$ cat src/bpr_regs.vh
/*
  constants for the barometer serial readout block: command codes,
  result layout and conversion timing.
  assumes inclusion by bare name from the design files.
*/
`ifndef BPR_REGS_VH
`define BPR_REGS_VH
`define BPR_CMD_LEAD        8'h00
`define BPR_CMD_MEAS_A      8'h03
`define BPR_CMD_MEAS_B      8'h30
`define BPR_CMD_TAIL        8'h0A
`define BPR_CMD_READ        8'h80
`define BPR_ADDR_P_HI       8'h06
`define BPR_ADDR_P_MID      8'h07
`define BPR_ADDR_P_LO       8'h08
`define BPR_ADDR_T_HI       8'h09
`define BPR_ADDR_T_LO       8'h0A
`define BPR_PRESS_W         24
`define BPR_TEMP_W          16
`define BPR_PRESS_RST       24'h000000
`define BPR_TEMP_RST        16'h0000
`define BPR_CONV_TIME_US    5000
`define BPR_CLK_MHZ         200
`define BPR_CONV_CYCLES     (`BPR_CONV_TIME_US * `BPR_CLK_MHZ)
`endif

$ cat src/bpr_top.v
/*
  serial side of a sleeping pressure/temperature sensor: three-wire
  half-duplex serial slave taking a measurement request and a result
  read, a conversion sequencer, and result storage.
  assumes sclk, csel_b, sdio and the mode strap come from pins; the
  converter supplies compensated words when conv_done pulses.
*/
`timescale 1ns/10ps
`include "bpr_regs.vh"
module bpr_top #(
  parameter CONV_CYCLES = `BPR_CONV_CYCLES
) (
  input  wire        ref_clk,
  input  wire        rst_b,
  input  wire        sclk,
  input  wire        csel_b,
  input  wire        sdio_in,
  output reg         sdio_out,
  output reg         sdio_oe,
  output reg         two_wire_mode,
  output reg         awake,
  output reg         conv_press_start,
  output reg         conv_temp_start,
  input  wire        conv_done,
  input  wire [23:0] conv_data,
  output reg  [23:0] press_word,
  output reg  [15:0] temp_word
);
  localparam S_SLEEP = 2'd0;
  localparam S_PRESS = 2'd1;
  localparam S_TEMP  = 2'd2;
  localparam S_WAIT  = 2'd3;

  // ----------------------------------------------------------------
  // pin synchronisers
  // ----------------------------------------------------------------
  wire [2:0] pin_q;
  bpr_sync #(.W(3), .RST(3'b010)) u_sync (
    .clk   (ref_clk),
    .rst_b (rst_b),
    .d     ({sclk, csel_b, sdio_in}),
    .q     (pin_q)
  );
  wire sclk_s = pin_q[2];
  wire csb_s  = pin_q[1];
  wire sdi_s  = pin_q[0];

  // ----------------------------------------------------------------
  // strap and edge detect
  // ----------------------------------------------------------------
  reg [1:0] strap_cnt_r;
  reg       sclk_d_r;
  reg       csb_d_r;
  wire      sclk_rise = sclk_s & ~sclk_d_r;
  wire      sclk_fall = ~sclk_s & sclk_d_r;
  wire      spi_on    = ~two_wire_mode & ~csb_s;

  function is_meas_code;
    input [7:0] b;
    begin
      is_meas_code = (b == `BPR_CMD_MEAS_A) || (b == `BPR_CMD_MEAS_B);
    end
  endfunction

  // ----------------------------------------------------------------
  // serial shifter
  // ----------------------------------------------------------------
  reg [2:0]  bit_cnt_r;
  reg [7:0]  shin_r;
  reg [1:0]  byte_cnt_r;
  reg [7:0]  b0_r;
  reg [7:0]  b1_r;
  reg [7:0]  shout_r;
  reg        tx_r;
  reg        req_r;
  reg [39:0] snap_r;
  wire [7:0] byte_in = {shin_r[6:0], sdi_s};

  function [7:0] pick_byte;
    input [7:0]  addr;
    input [39:0] s;
    begin
      case (addr)
        `BPR_ADDR_P_HI:  pick_byte = s[39:32];
        `BPR_ADDR_P_MID: pick_byte = s[31:24];
        `BPR_ADDR_P_LO:  pick_byte = s[23:16];
        `BPR_ADDR_T_HI:  pick_byte = s[15:8];
        `BPR_ADDR_T_LO:  pick_byte = s[7:0];
        default:         pick_byte = 8'h00;
      endcase
    end
  endfunction

  always @(posedge ref_clk or negedge rst_b)
  begin
    if (!rst_b)
    begin
      strap_cnt_r   <= 2'd0;
      two_wire_mode <= 1'b1;
      sclk_d_r      <= 1'b0;
      csb_d_r       <= 1'b1;
      bit_cnt_r     <= 3'd0;
      shin_r        <= 8'h00;
      byte_cnt_r    <= 2'd0;
      b0_r          <= 8'h00;
      b1_r          <= 8'h00;
      shout_r       <= 8'h00;
      tx_r          <= 1'b0;
      req_r         <= 1'b0;
      snap_r        <= 40'h0000000000;
      sdio_out      <= 1'b0;
      sdio_oe       <= 1'b0;
    end
    else
    begin
      sclk_d_r <= sclk_s;
      csb_d_r  <= csb_s;
      req_r    <= 1'b0;
      // synchroniser shows its reset value for two edges after release
      if (strap_cnt_r != 2'd3)
        strap_cnt_r <= strap_cnt_r + 2'd1;
      if (strap_cnt_r == 2'd2)
        two_wire_mode <= csb_s;
      // packet snapshot at frame start, big-endian order
      if (csb_d_r & ~csb_s)
      begin
        snap_r     <= {press_word, temp_word};
        bit_cnt_r  <= 3'd0;
        byte_cnt_r <= 2'd0;
        tx_r       <= 1'b0;
      end
      if (!spi_on)
      begin
        sdio_oe  <= 1'b0;
        sdio_out <= 1'b0;
        tx_r     <= 1'b0;
      end
      else
      begin
        if (sclk_rise && !tx_r)
        begin
          shin_r    <= byte_in;
          bit_cnt_r <= bit_cnt_r + 3'd1;
          if (bit_cnt_r == 3'd7)
          begin
            byte_cnt_r <= (byte_cnt_r == 2'd2) ? 2'd0 : byte_cnt_r + 2'd1;
            if (byte_cnt_r == 2'd0)
              b0_r <= byte_in;
            else if (byte_cnt_r == 2'd1)
            begin
              b1_r <= byte_in;
              if (b0_r == `BPR_CMD_READ)
              begin
                tx_r       <= 1'b1;
                shout_r    <= pick_byte(byte_in, snap_r);
                byte_cnt_r <= 2'd2;
              end
            end
            else if (b0_r == `BPR_CMD_LEAD && is_meas_code(b1_r)
                     && byte_in == `BPR_CMD_TAIL)
              req_r <= 1'b1;
          end
        end
        else if (sclk_rise && tx_r)
        begin
          bit_cnt_r <= bit_cnt_r + 3'd1;
          if (bit_cnt_r == 3'd7)
          begin
            tx_r       <= 1'b0;
            byte_cnt_r <= 2'd0;
          end
        end
        if (sclk_fall && tx_r)
        begin
          sdio_oe  <= 1'b1;
          sdio_out <= shout_r[7];
          shout_r  <= {shout_r[6:0], 1'b0};
        end
        else if (!tx_r)
          sdio_oe <= 1'b0;
      end
    end
  end

  // ----------------------------------------------------------------
  // conversion sequencer
  // ----------------------------------------------------------------
  reg [1:0]  state_r;
  reg [31:0] wait_r;
  always @(posedge ref_clk or negedge rst_b)
  begin
    if (!rst_b)
    begin
      state_r          <= S_SLEEP;
      wait_r           <= 32'd0;
      awake            <= 1'b0;
      conv_press_start <= 1'b0;
      conv_temp_start  <= 1'b0;
      press_word       <= `BPR_PRESS_RST;
      temp_word        <= `BPR_TEMP_RST;
    end
    else
    begin
      conv_press_start <= 1'b0;
      conv_temp_start  <= 1'b0;
      if (wait_r != 32'd0)
        wait_r <= wait_r - 32'd1;
      case (state_r)
        S_SLEEP:
          if (req_r)
          begin
            state_r          <= S_PRESS;
            awake            <= 1'b1;
            conv_press_start <= 1'b1;
            wait_r           <= CONV_CYCLES;
          end
        S_PRESS:
          if (conv_done)
          begin
            press_word      <= conv_data;
            conv_temp_start <= 1'b1;
            state_r         <= S_TEMP;
          end
        S_TEMP:
          if (conv_done)
          begin
            temp_word <= conv_data[15:0];
            state_r   <= S_WAIT;
          end
        S_WAIT:
          begin
            awake   <= 1'b0;
            state_r <= S_SLEEP;
          end
        default:
          state_r <= S_SLEEP;
      endcase
    end
  end
endmodule // bpr_top

$ cat src/bpr_sync.v
/*
  two flip-flop synchroniser for a bundle of pin inputs.
  assumes the inputs are asynchronous to clk; reset value parameterised.
*/
`timescale 1ns/10ps
module bpr_sync #(
  parameter W   = 3,
  parameter RST = 3'b000
) (
  input  wire         clk,
  input  wire         rst_b,
  input  wire [W-1:0] d,
  output wire [W-1:0] q
);
  reg [W-1:0] meta_r;
  reg [W-1:0] sync_r;
  always @(posedge clk or negedge rst_b)
  begin
    if (!rst_b)
    begin
      meta_r <= RST;
      sync_r <= RST;
    end
    else
    begin
      meta_r <= d;
      sync_r <= meta_r;
    end
  end
  assign q = sync_r;
endmodule // bpr_sync

$ cat config.mk
export PLATFORM = sky130hd
export DESIGN_NAME = bpr_top
export DESIGN_NICKNAME = d
export VERILOG_FILES = /design/src/bpr_top.v /design/src/bpr_sync.v
export VERILOG_INCLUDE_DIRS = /design/src /design/src/src
export SDC_FILE = /design/constraint.sdc
export NUM_CORES = 1
export LEC_CHECK = 0
export BUFFER_PORTS_ARGS = -buffer_cell sky130_fd_sc_hd__buf_2
export CORE_UTILIZATION = 45
export DETAILED_ROUTE_END_ITERATION = 7
export SLEW_MARGIN = 0
export SYNTH_ARGS = -nofsm -noshare
export SYNTH_HDL_FRONTEND = slang
export SYNTH_SLANG_ARGS = --single-unit
$ cat constraint.sdc
create_clock -name ref_clk -period 4.1 [get_ports ref_clk]
set_input_delay 0.205 -clock ref_clk [delete_from_list [all_inputs] [get_ports ref_clk]]
set_output_delay 0.205 -clock ref_clk [all_outputs]
set_load 0.05 [all_outputs]
== Word-level counts from Yosys, hierarchy flattened ==
Cells that the tools add are included.

* Bits in registers: 136
* Input bits: 30
* Logic and storage cells: 131

* Add/sub/neg operators: 3
* Equal/unequal tests: 22
* Mux-type cells: 51
* Bitwise gates (word level): 9
* Reduce and logical (&&, ||, !) cells: 23

{| class="wikitable"
|+ Operator list
! cell !! count
|-
| 2-to-1 mux 8 bit || 6
|-
| case mux 8 bit (5 select lines) || 1
|-
| 2-to-1 mux 2 bit || 13
|-
| 2-to-1 mux 1 bit || 25
|-
| equality test 8 x 4 -> 1 bit (second input constant) || 3
|-
| equality test 8 x 3 -> 1 bit (second input constant) || 2
|-
| 2-to-1 mux 3 bit || 4
|-
| nonzero test 2 bit || 5
|-
| equality test 2 bit (second input constant) || 4
|-
| equality test 8 x 2 -> 1 bit (second input constant) || 1
|-
| equality test 8 x 6 -> 1 bit (second input constant) || 1
|-
| equality test 8 bit (second input constant) || 1
|-
| logical NOT 8 bit || 1
|-
| inequality test 2 bit (second input constant) || 4
|-
| case mux 2 bit (4 select lines) || 1
|-
| AND reduction 2 bit || 4
|-
| AND reduction 6 bit || 1
|-
| logical AND 1 bit || 5
|-
| NOT 1 bit || 5
|-
| AND reduction 5 bit || 1
|-
| adder 2 x 1 -> 2 bit (second input constant) || 2
|-
| AND 1 bit || 4
|-
| equality test 2 x 1 -> 1 bit (second input constant) || 2
|-
| logical NOT 2 bit || 2
|-
| other kinds (9) || 10
|}

== Depth between registers and ports, before layout ==
* Depth in word-level cells: 10
* Mapped depth: 8
* Gate-level depth less buffers: 7

== By module ==
A second synthesis with hierarchy kept.

* Cell total of the unflattened synthesis: 498
* Area total of the unflattened synthesis: 5669.2 µm²

{| class="wikitable"
|+ Modules (own cells, without submodules)
! module !! times used !! cells each !! area an instance (µm²) !! sequential area each (µm²)
|-
| bpr_top || 1 || 492 || 5516.5 || 3255.6
|-
| bpr_sync || 1 || 6 || 152.6 || 152.6
|}

== Least setup slack after synthesis ==
No wires, ideal clock.

* Path type: flip-flop to flip-flop
* Start point: reg bit_cnt_r[0]
* End point: reg b0_r[0]
* Library setup time: 0.128 ns
* Arrival: 1.639 ns
* Required time: 3.972 ns
* Path slack: 2.333 ns
* Cell stages (with the launch flop): 8
* Period minus slack after synthesis: 1.767 ns
* Cell sequence: dfrtp_1 > ha_1 > ha_1 > and3b_1 > nand3b_1 > or3_1 > buf_2 > mux2_1

* Cells in the longest elaborated chain, start to end: 2

{| class="wikitable"
|+ Ends and longest elaborated chain
! item !! line !! RTL
|-
| start, declared || bpr_top.v:68 || <nowiki>reg [2:0] bit_cnt_r;</nowiki>
|-
| start signal, assigned || bpr_top.v:143 || <nowiki>bit_cnt_r <= bit_cnt_r + 3'd1;</nowiki>
|-
| start signal, assigned || bpr_top.v:166 || <nowiki>bit_cnt_r <= bit_cnt_r + 3'd1;</nowiki>
|-
| equality test 3 bit || bpr_top.v:144 || <nowiki>if (bit_cnt_r == 3'd7)</nowiki>
|-
| AND reduction 4 bit (no line) || -- ||
|-
| end signal, assigned || bpr_top.v:148 || <nowiki>b0_r <= byte_in;</nowiki>
|-
| end, declared || bpr_top.v:71 || <nowiki>reg [7:0] b0_r;</nowiki>
|}

No other way between the ends.
A chain may end at the register's enable or synchronous reset.

== Worst setup path in the final report ==
* Start point: reg state_r[1]
* End point: reg press_word[7]

* Cells in the longest elaborated chain, start to end: 2

{| class="wikitable"
|+ Ends and longest elaborated chain
! item !! line !! RTL
|-
| start, declared || bpr_top.v:188 || <nowiki>reg [1:0] state_r;</nowiki>
|-
| start signal, assigned || bpr_top.v:194 || <nowiki>state_r <= S_SLEEP;</nowiki>
|-
| start signal, assigned || bpr_top.v:212 || <nowiki>state_r <= S_PRESS;</nowiki>
|-
| start signal, assigned || bpr_top.v:222 || <nowiki>state_r <= S_TEMP;</nowiki>
|-
| equality test 2 x 1 -> 1 bit || bpr_top.v:208 || <nowiki>case (state_r)</nowiki>
|-
| AND reduction 2 bit (no line) || -- ||
|-
| end signal, assigned || bpr_top.v:199 || <nowiki>press_word <= `BPR_PRESS_RST;</nowiki>
|-
| end signal, assigned || bpr_top.v:220 || <nowiki>press_word <= conv_data;</nowiki>
|-
| end, declared || bpr_top.v:26 || <nowiki>output reg [23:0] press_word,</nowiki>
|}

No other way between the ends.

==> tab_implementation.tex <==
\begin{tabular}{lr}
\hline
Metric & Value \\
\hline
\multicolumn{2}{l}{\textbf{STA}} \\
Number of endpoints with negative hold slack in the final report & 0 \\
RSZ-0062 raised after global routing & false \\
Number of endpoints failing setup at the final stage & 0 \\
Maximum operating frequency & 484 MHz \\
Final Critical Period & 2070 ps \\
Tightest hold margin & 13.9 ps \\
Setup skew after layout & 9.61 ps \\
Final Cycle Share & 0.504 \\
Max-slew violation count & 0 \\
Max transition margin & 0.249 \\
Total negative slack for setup checks & 0 ps \\
Worst Tran Pin Value & 1120 ps \\
\multicolumn{2}{l}{\textbf{Global route}} \\
Initial antenna violation count & 0 \\
GR Layer Usage met3 & 0.0529 \\
Global-route wire length before repair & 19400 um \\
Total grt overflow & 0 \\
Total global-route track usage & 0.196 \\
Via count of the first global-routing pass & 3846 \\
Busiest layer in global routing & met2 \\
Fraction of met2 tracks used by global routing & 0.301 \\
Met1 GRT Util & 0.264 \\
Maximum number of pins on one net before global-route repair & 101 \\
\multicolumn{2}{l}{\textbf{Synth}} \\
Post-synth net total & 530 \\
Proportion of synthesized chip area in sequential cells & 0.599 \\
Post-synthesis instance area & 5690 sq um \\
Number of synthesized flops with an enable pin & 0 \\
Synthesis-stage register bit count & 136 \\
Async set or reset register ratio after synthesis & 1.00 \\
Mapped Cells & 492 \\
Leading register cell type out of synthesis & sky130\_fd\_sc\_hd\_\_dfrtp\_1 \\
Count of different cell masters after synthesis & 48 \\
Average cell area after synthesis & 11.6 sq um \\
Warnings from Yosys & 0 \\
\multicolumn{2}{l}{\textbf{Layout}} \\
Relative area change from synthesis to final layout & 19.5\% \\
Number of diodes added for antenna fixing & 0 \\
Most frequent cells in the layout & sky130\_fd\_sc\_hd\_\_nand2\_1 (137), sky130\_fd\_sc\_hd\_\_dfrtp\_1 (132), sky130\_fd\_sc\_hd\_\_buf\_2 (74) \\
Number of standard cells in the layout, taps in and fillers out & 749 \\
Final core occ & 0.559 \\
Final cell area excluding filler cells & 6800 sq um \\
Multi-input gate area in the final layout & 2150 sq um \\
Final-layout fill cell count & 1065 \\
Most common cell after layout, fill and taps aside & sky130\_fd\_sc\_hd\_\_nand2\_1 \\
Fraction of layout cells with a size suffix above 1 & 0.308 \\
Count of nets after finishing & 606 \\
Reg area & 3410 sq um \\
\multicolumn{2}{l}{\textbf{Place}} \\
IO buf count & 75 \\
Routability cong. & 0.763 \\
Total instance count after detailed placement & 713 \\
Instance area after placement & 6200 sq um \\
Sum of net half-perimeters after detailed placement & 7790 um \\
\multicolumn{2}{l}{\textbf{Power}} \\
Net switching power & 709 uW \\
Cell internal power dissipation & 2.33 mW \\
Pwr/cell area & 448 nW/um\^{}2 \\
Share of total power consumed by net switching & 0.233 \\
Combinational power share & 0.059 \\
Peak supply drop & 266 uV \\
Clock power share & 0.472 \\
Static Leak & 3.62 nW \\
Portion of total power attributed to sequential cells & 0.469 \\
\multicolumn{2}{l}{\textbf{Drt}} \\
Via count & 3796 \\
Avg WL per Cell & 15.5 um \\
Number of design-rule violations left by the first detailed-router iteration & 174 \\
Drt pass-1 iters & 5 \\
Drt drc & 0 \\
Total detailed-routing wirelength & 11600 um \\
Via density & 5.07 \\
Antenna-violating nets left & 0 \\
\multicolumn{2}{l}{\textbf{Floorplan}} \\
Site Rows & 40 \\
Overall die width & 114 um \\
Die area & 13100 sq um \\
Die Ht & 114 um \\
Number of ports placed on the die boundary & 76 \\
Initial core utilization & 0.468 \\
Standard cell core area & 12200 sq um \\
\multicolumn{2}{l}{\textbf{Job}} \\
Max-cap violations & 0 \\
\multicolumn{2}{l}{\textbf{CTS}} \\
TritonCTS clock tree & built \\
Inserted Clock Buffers & 17 \\
Clk slew on worst S/H paths & 60 ps \\
Root buffer cell & sky130\_fd\_sc\_hd\_\_clkbuf\_16 \\
Level count of the clock H-tree & 4 \\
Worst-Skew Late Latency & 420 ps \\
Clock Sink Count & 136 \\
Maximum count of clock buffers along a single path & 2 \\
Setup Fix Bufs, Post-CTS & 0 \\
Post-CTS resize count & 0 \\
\multicolumn{2}{l}{\textbf{Worst setup path}} \\
CP arrival & 2360 ps \\
Crit path capture type & flop \\
Buf+Inv Stages, Crit Path & 1 \\
R2r setup slk & 2030 ps \\
Origin of the critical flop-to-flop path & state\_r[1]\$\_DFFE\_PN0P\_ \\
Slowest cell on the critical path & sky130\_fd\_sc\_hd\_\_nand2\_1 \\
Max incr delay on CP & 820 ps \\
Instance count on the critical path & 4 \\
Cells on worst reg2reg path & 4 \\
CP max FO & 25 \\
Startpoint type of the worst setup path & flop \\
Series of cell instances along the critical path & inv\_1, ha\_1, nand2\_1, mux2\_2 \\
Crit path kind & reg2reg \\
Required time of the critical path & 4400 ps \\
Dominant delay contributor by cell family on the critical path & simple AND/OR/NAND/NOR gates \\
Setup crit start & state\_r[1]\$\_DFFE\_PN0P\_ \\
Endpoint of the most critical setup path & press\_word[7]\$\_DFFE\_PN0P\_ \\
Worst R2R End & press\_word[7]\$\_DFFE\_PN0P\_ \\
\multicolumn{2}{l}{\textbf{Outcome}} \\
Result of the run & completed \\
\multicolumn{2}{l}{\textbf{Min path}} \\
Path category of the worst min-delay check & in2reg \\
\hline
\end{tabular}
[logic make-up after synthesis]
group | after synthesis | synth area share
xor+xnor | 1 | 0.00154
compound gates | 47 | 0.0565
buf+inv | 34 | 0.0242
mux | 77 | 0.150
simple gates | 189 | 0.151
fa+ha+maj | 8 | 0.0176
flops | 136 | 0.599
[routing by layer]
metal	part of all wire	up-vias
met5	0	-
met4	0.014	0
met3	0.041	17
met2	0.47	69
met1	0.47	1876
li1	-	1834
[how the worst min path moves through the flow]
stage / from / slack (ps) / end / cells past startpoint
final: conv_data[21] / 10 / press_word[21]$_DFFE_PN0P_ / 2
after global routing: conv_data[23] / 8 / press_word[23]$_DFFE_PN0P_ / 2
after CTS: conv_data[23] / 0.05 / press_word[23]$_DFFE_PN0P_ / 2
after detailed placement: sdio_in / 310 / u_sync.meta_r[0]$_DFF_PN0_ / 1
after global placement: csel_b / 310 / u_sync.meta_r[1]$_DFF_PN1_ / 1
after floorplan: rst_b / -90 / awake$_DFFE_PN0P_ / 0
[synth_stat cells, types with 2 or more instances]
library cell                number  area (sq um)
sky130_fd_sc_hd__nor3_1          4          20.0
sky130_fd_sc_hd__nor2_1         11          41.3
sky130_fd_sc_hd__a31oi_1         4          25.0
sky130_fd_sc_hd__nand3_1         3          15.0
sky130_fd_sc_hd__inv_1           9          33.8
sky130_fd_sc_hd__o21ai_0        14          70.1
sky130_fd_sc_hd__and3b_1         2          17.5
sky130_fd_sc_hd__clkbuf_1       17          63.8
sky130_fd_sc_hd__nor4_1          3          18.8
sky130_fd_sc_hd__ha_1            8           100
sky130_fd_sc_hd__dfstp_2         4           105
sky130_fd_sc_hd__mux2_2         61           687
sky130_fd_sc_hd__nand3b_1        9          67.6
sky130_fd_sc_hd__dfrtp_1       132          3300
sky130_fd_sc_hd__o22ai_1         2          12.5
sky130_fd_sc_hd__o32ai_1         2          17.5
sky130_fd_sc_hd__mux2_1          4          45.0
sky130_fd_sc_hd__a21oi_1         7          35.0
sky130_fd_sc_hd__or3_1           3          18.8
sky130_fd_sc_hd__nand2_1       137           514
sky130_fd_sc_hd__a2bb2oi_1       5          43.8
sky130_fd_sc_hd__nor2b_1         3          18.8
sky130_fd_sc_hd__mux2i_1        12           120
sky130_fd_sc_hd__buf_2           8          40.0
sky130_fd_sc_hd__o221ai_1        3          26.3
sky130_fd_sc_hd__a22oi_1         3          22.5
[sequential cells by signal, indices dropped and copies added, names as in the netlist]
name	cells
sclk_d_r	1
snap_r	40
csb_d_r	1
temp_word	16
state_r	2
sdio_out	1
conv_temp_start	1
sdio_oe	1
tx_r	1
conv_press_start	1
bit_cnt_r	3
u_sync.meta_r	3
req_r	1
b1_r	8
awake	1
b0_r	8
strap_cnt_r	2
byte_cnt_r	2
shin_r	7
shout_r	8
u_sync.q	3
press_word	24
two_wire_mode	1
[cell type report]
cell class / instances / share of cell area
Sequential cell: 136 / 0.501
Multi-Input combinational cell: 322 / 0.316
Clock buffer: 22 / 0.0668
Timing Repair Buffer: 82 / 0.0653
Tap cell: 168 / 0.0309
Clock inverter: 10 / 0.0151
Inverter: 9 / 0.00497
[power by group through the flow]
stage,Clock (mW),Sequential (mW),Combinational [mW]
5_1_grt,1.52,1.43,0.199
4_1_cts,1.47,1.43,0.183
3_3_place_gp,0,1.45,0.176
3_5_place_dp,0,1.45,0.179
6_report,1.44,1.43,0.180
2_1_floorplan,0,1.42,0.118
[metrics by stage]
stage / worst slack, ps / power (mW)
after global routing: 1850 / 3.16
after CTS: 1930 / 3.08
after floorplan: 2330 / 1.54
after detailed placement: 2040 / 1.63
after global placement: 2040 / 1.62
final: 2030 / 3.04
[repair_timing]
item / in CTS / in global routing
hold buffers: 4 / 0
hold endpoints to repair: 99 / 0
setup endpoints to repair: 0 / 0
No activity file was read; power rests on OpenSTA's default activity.
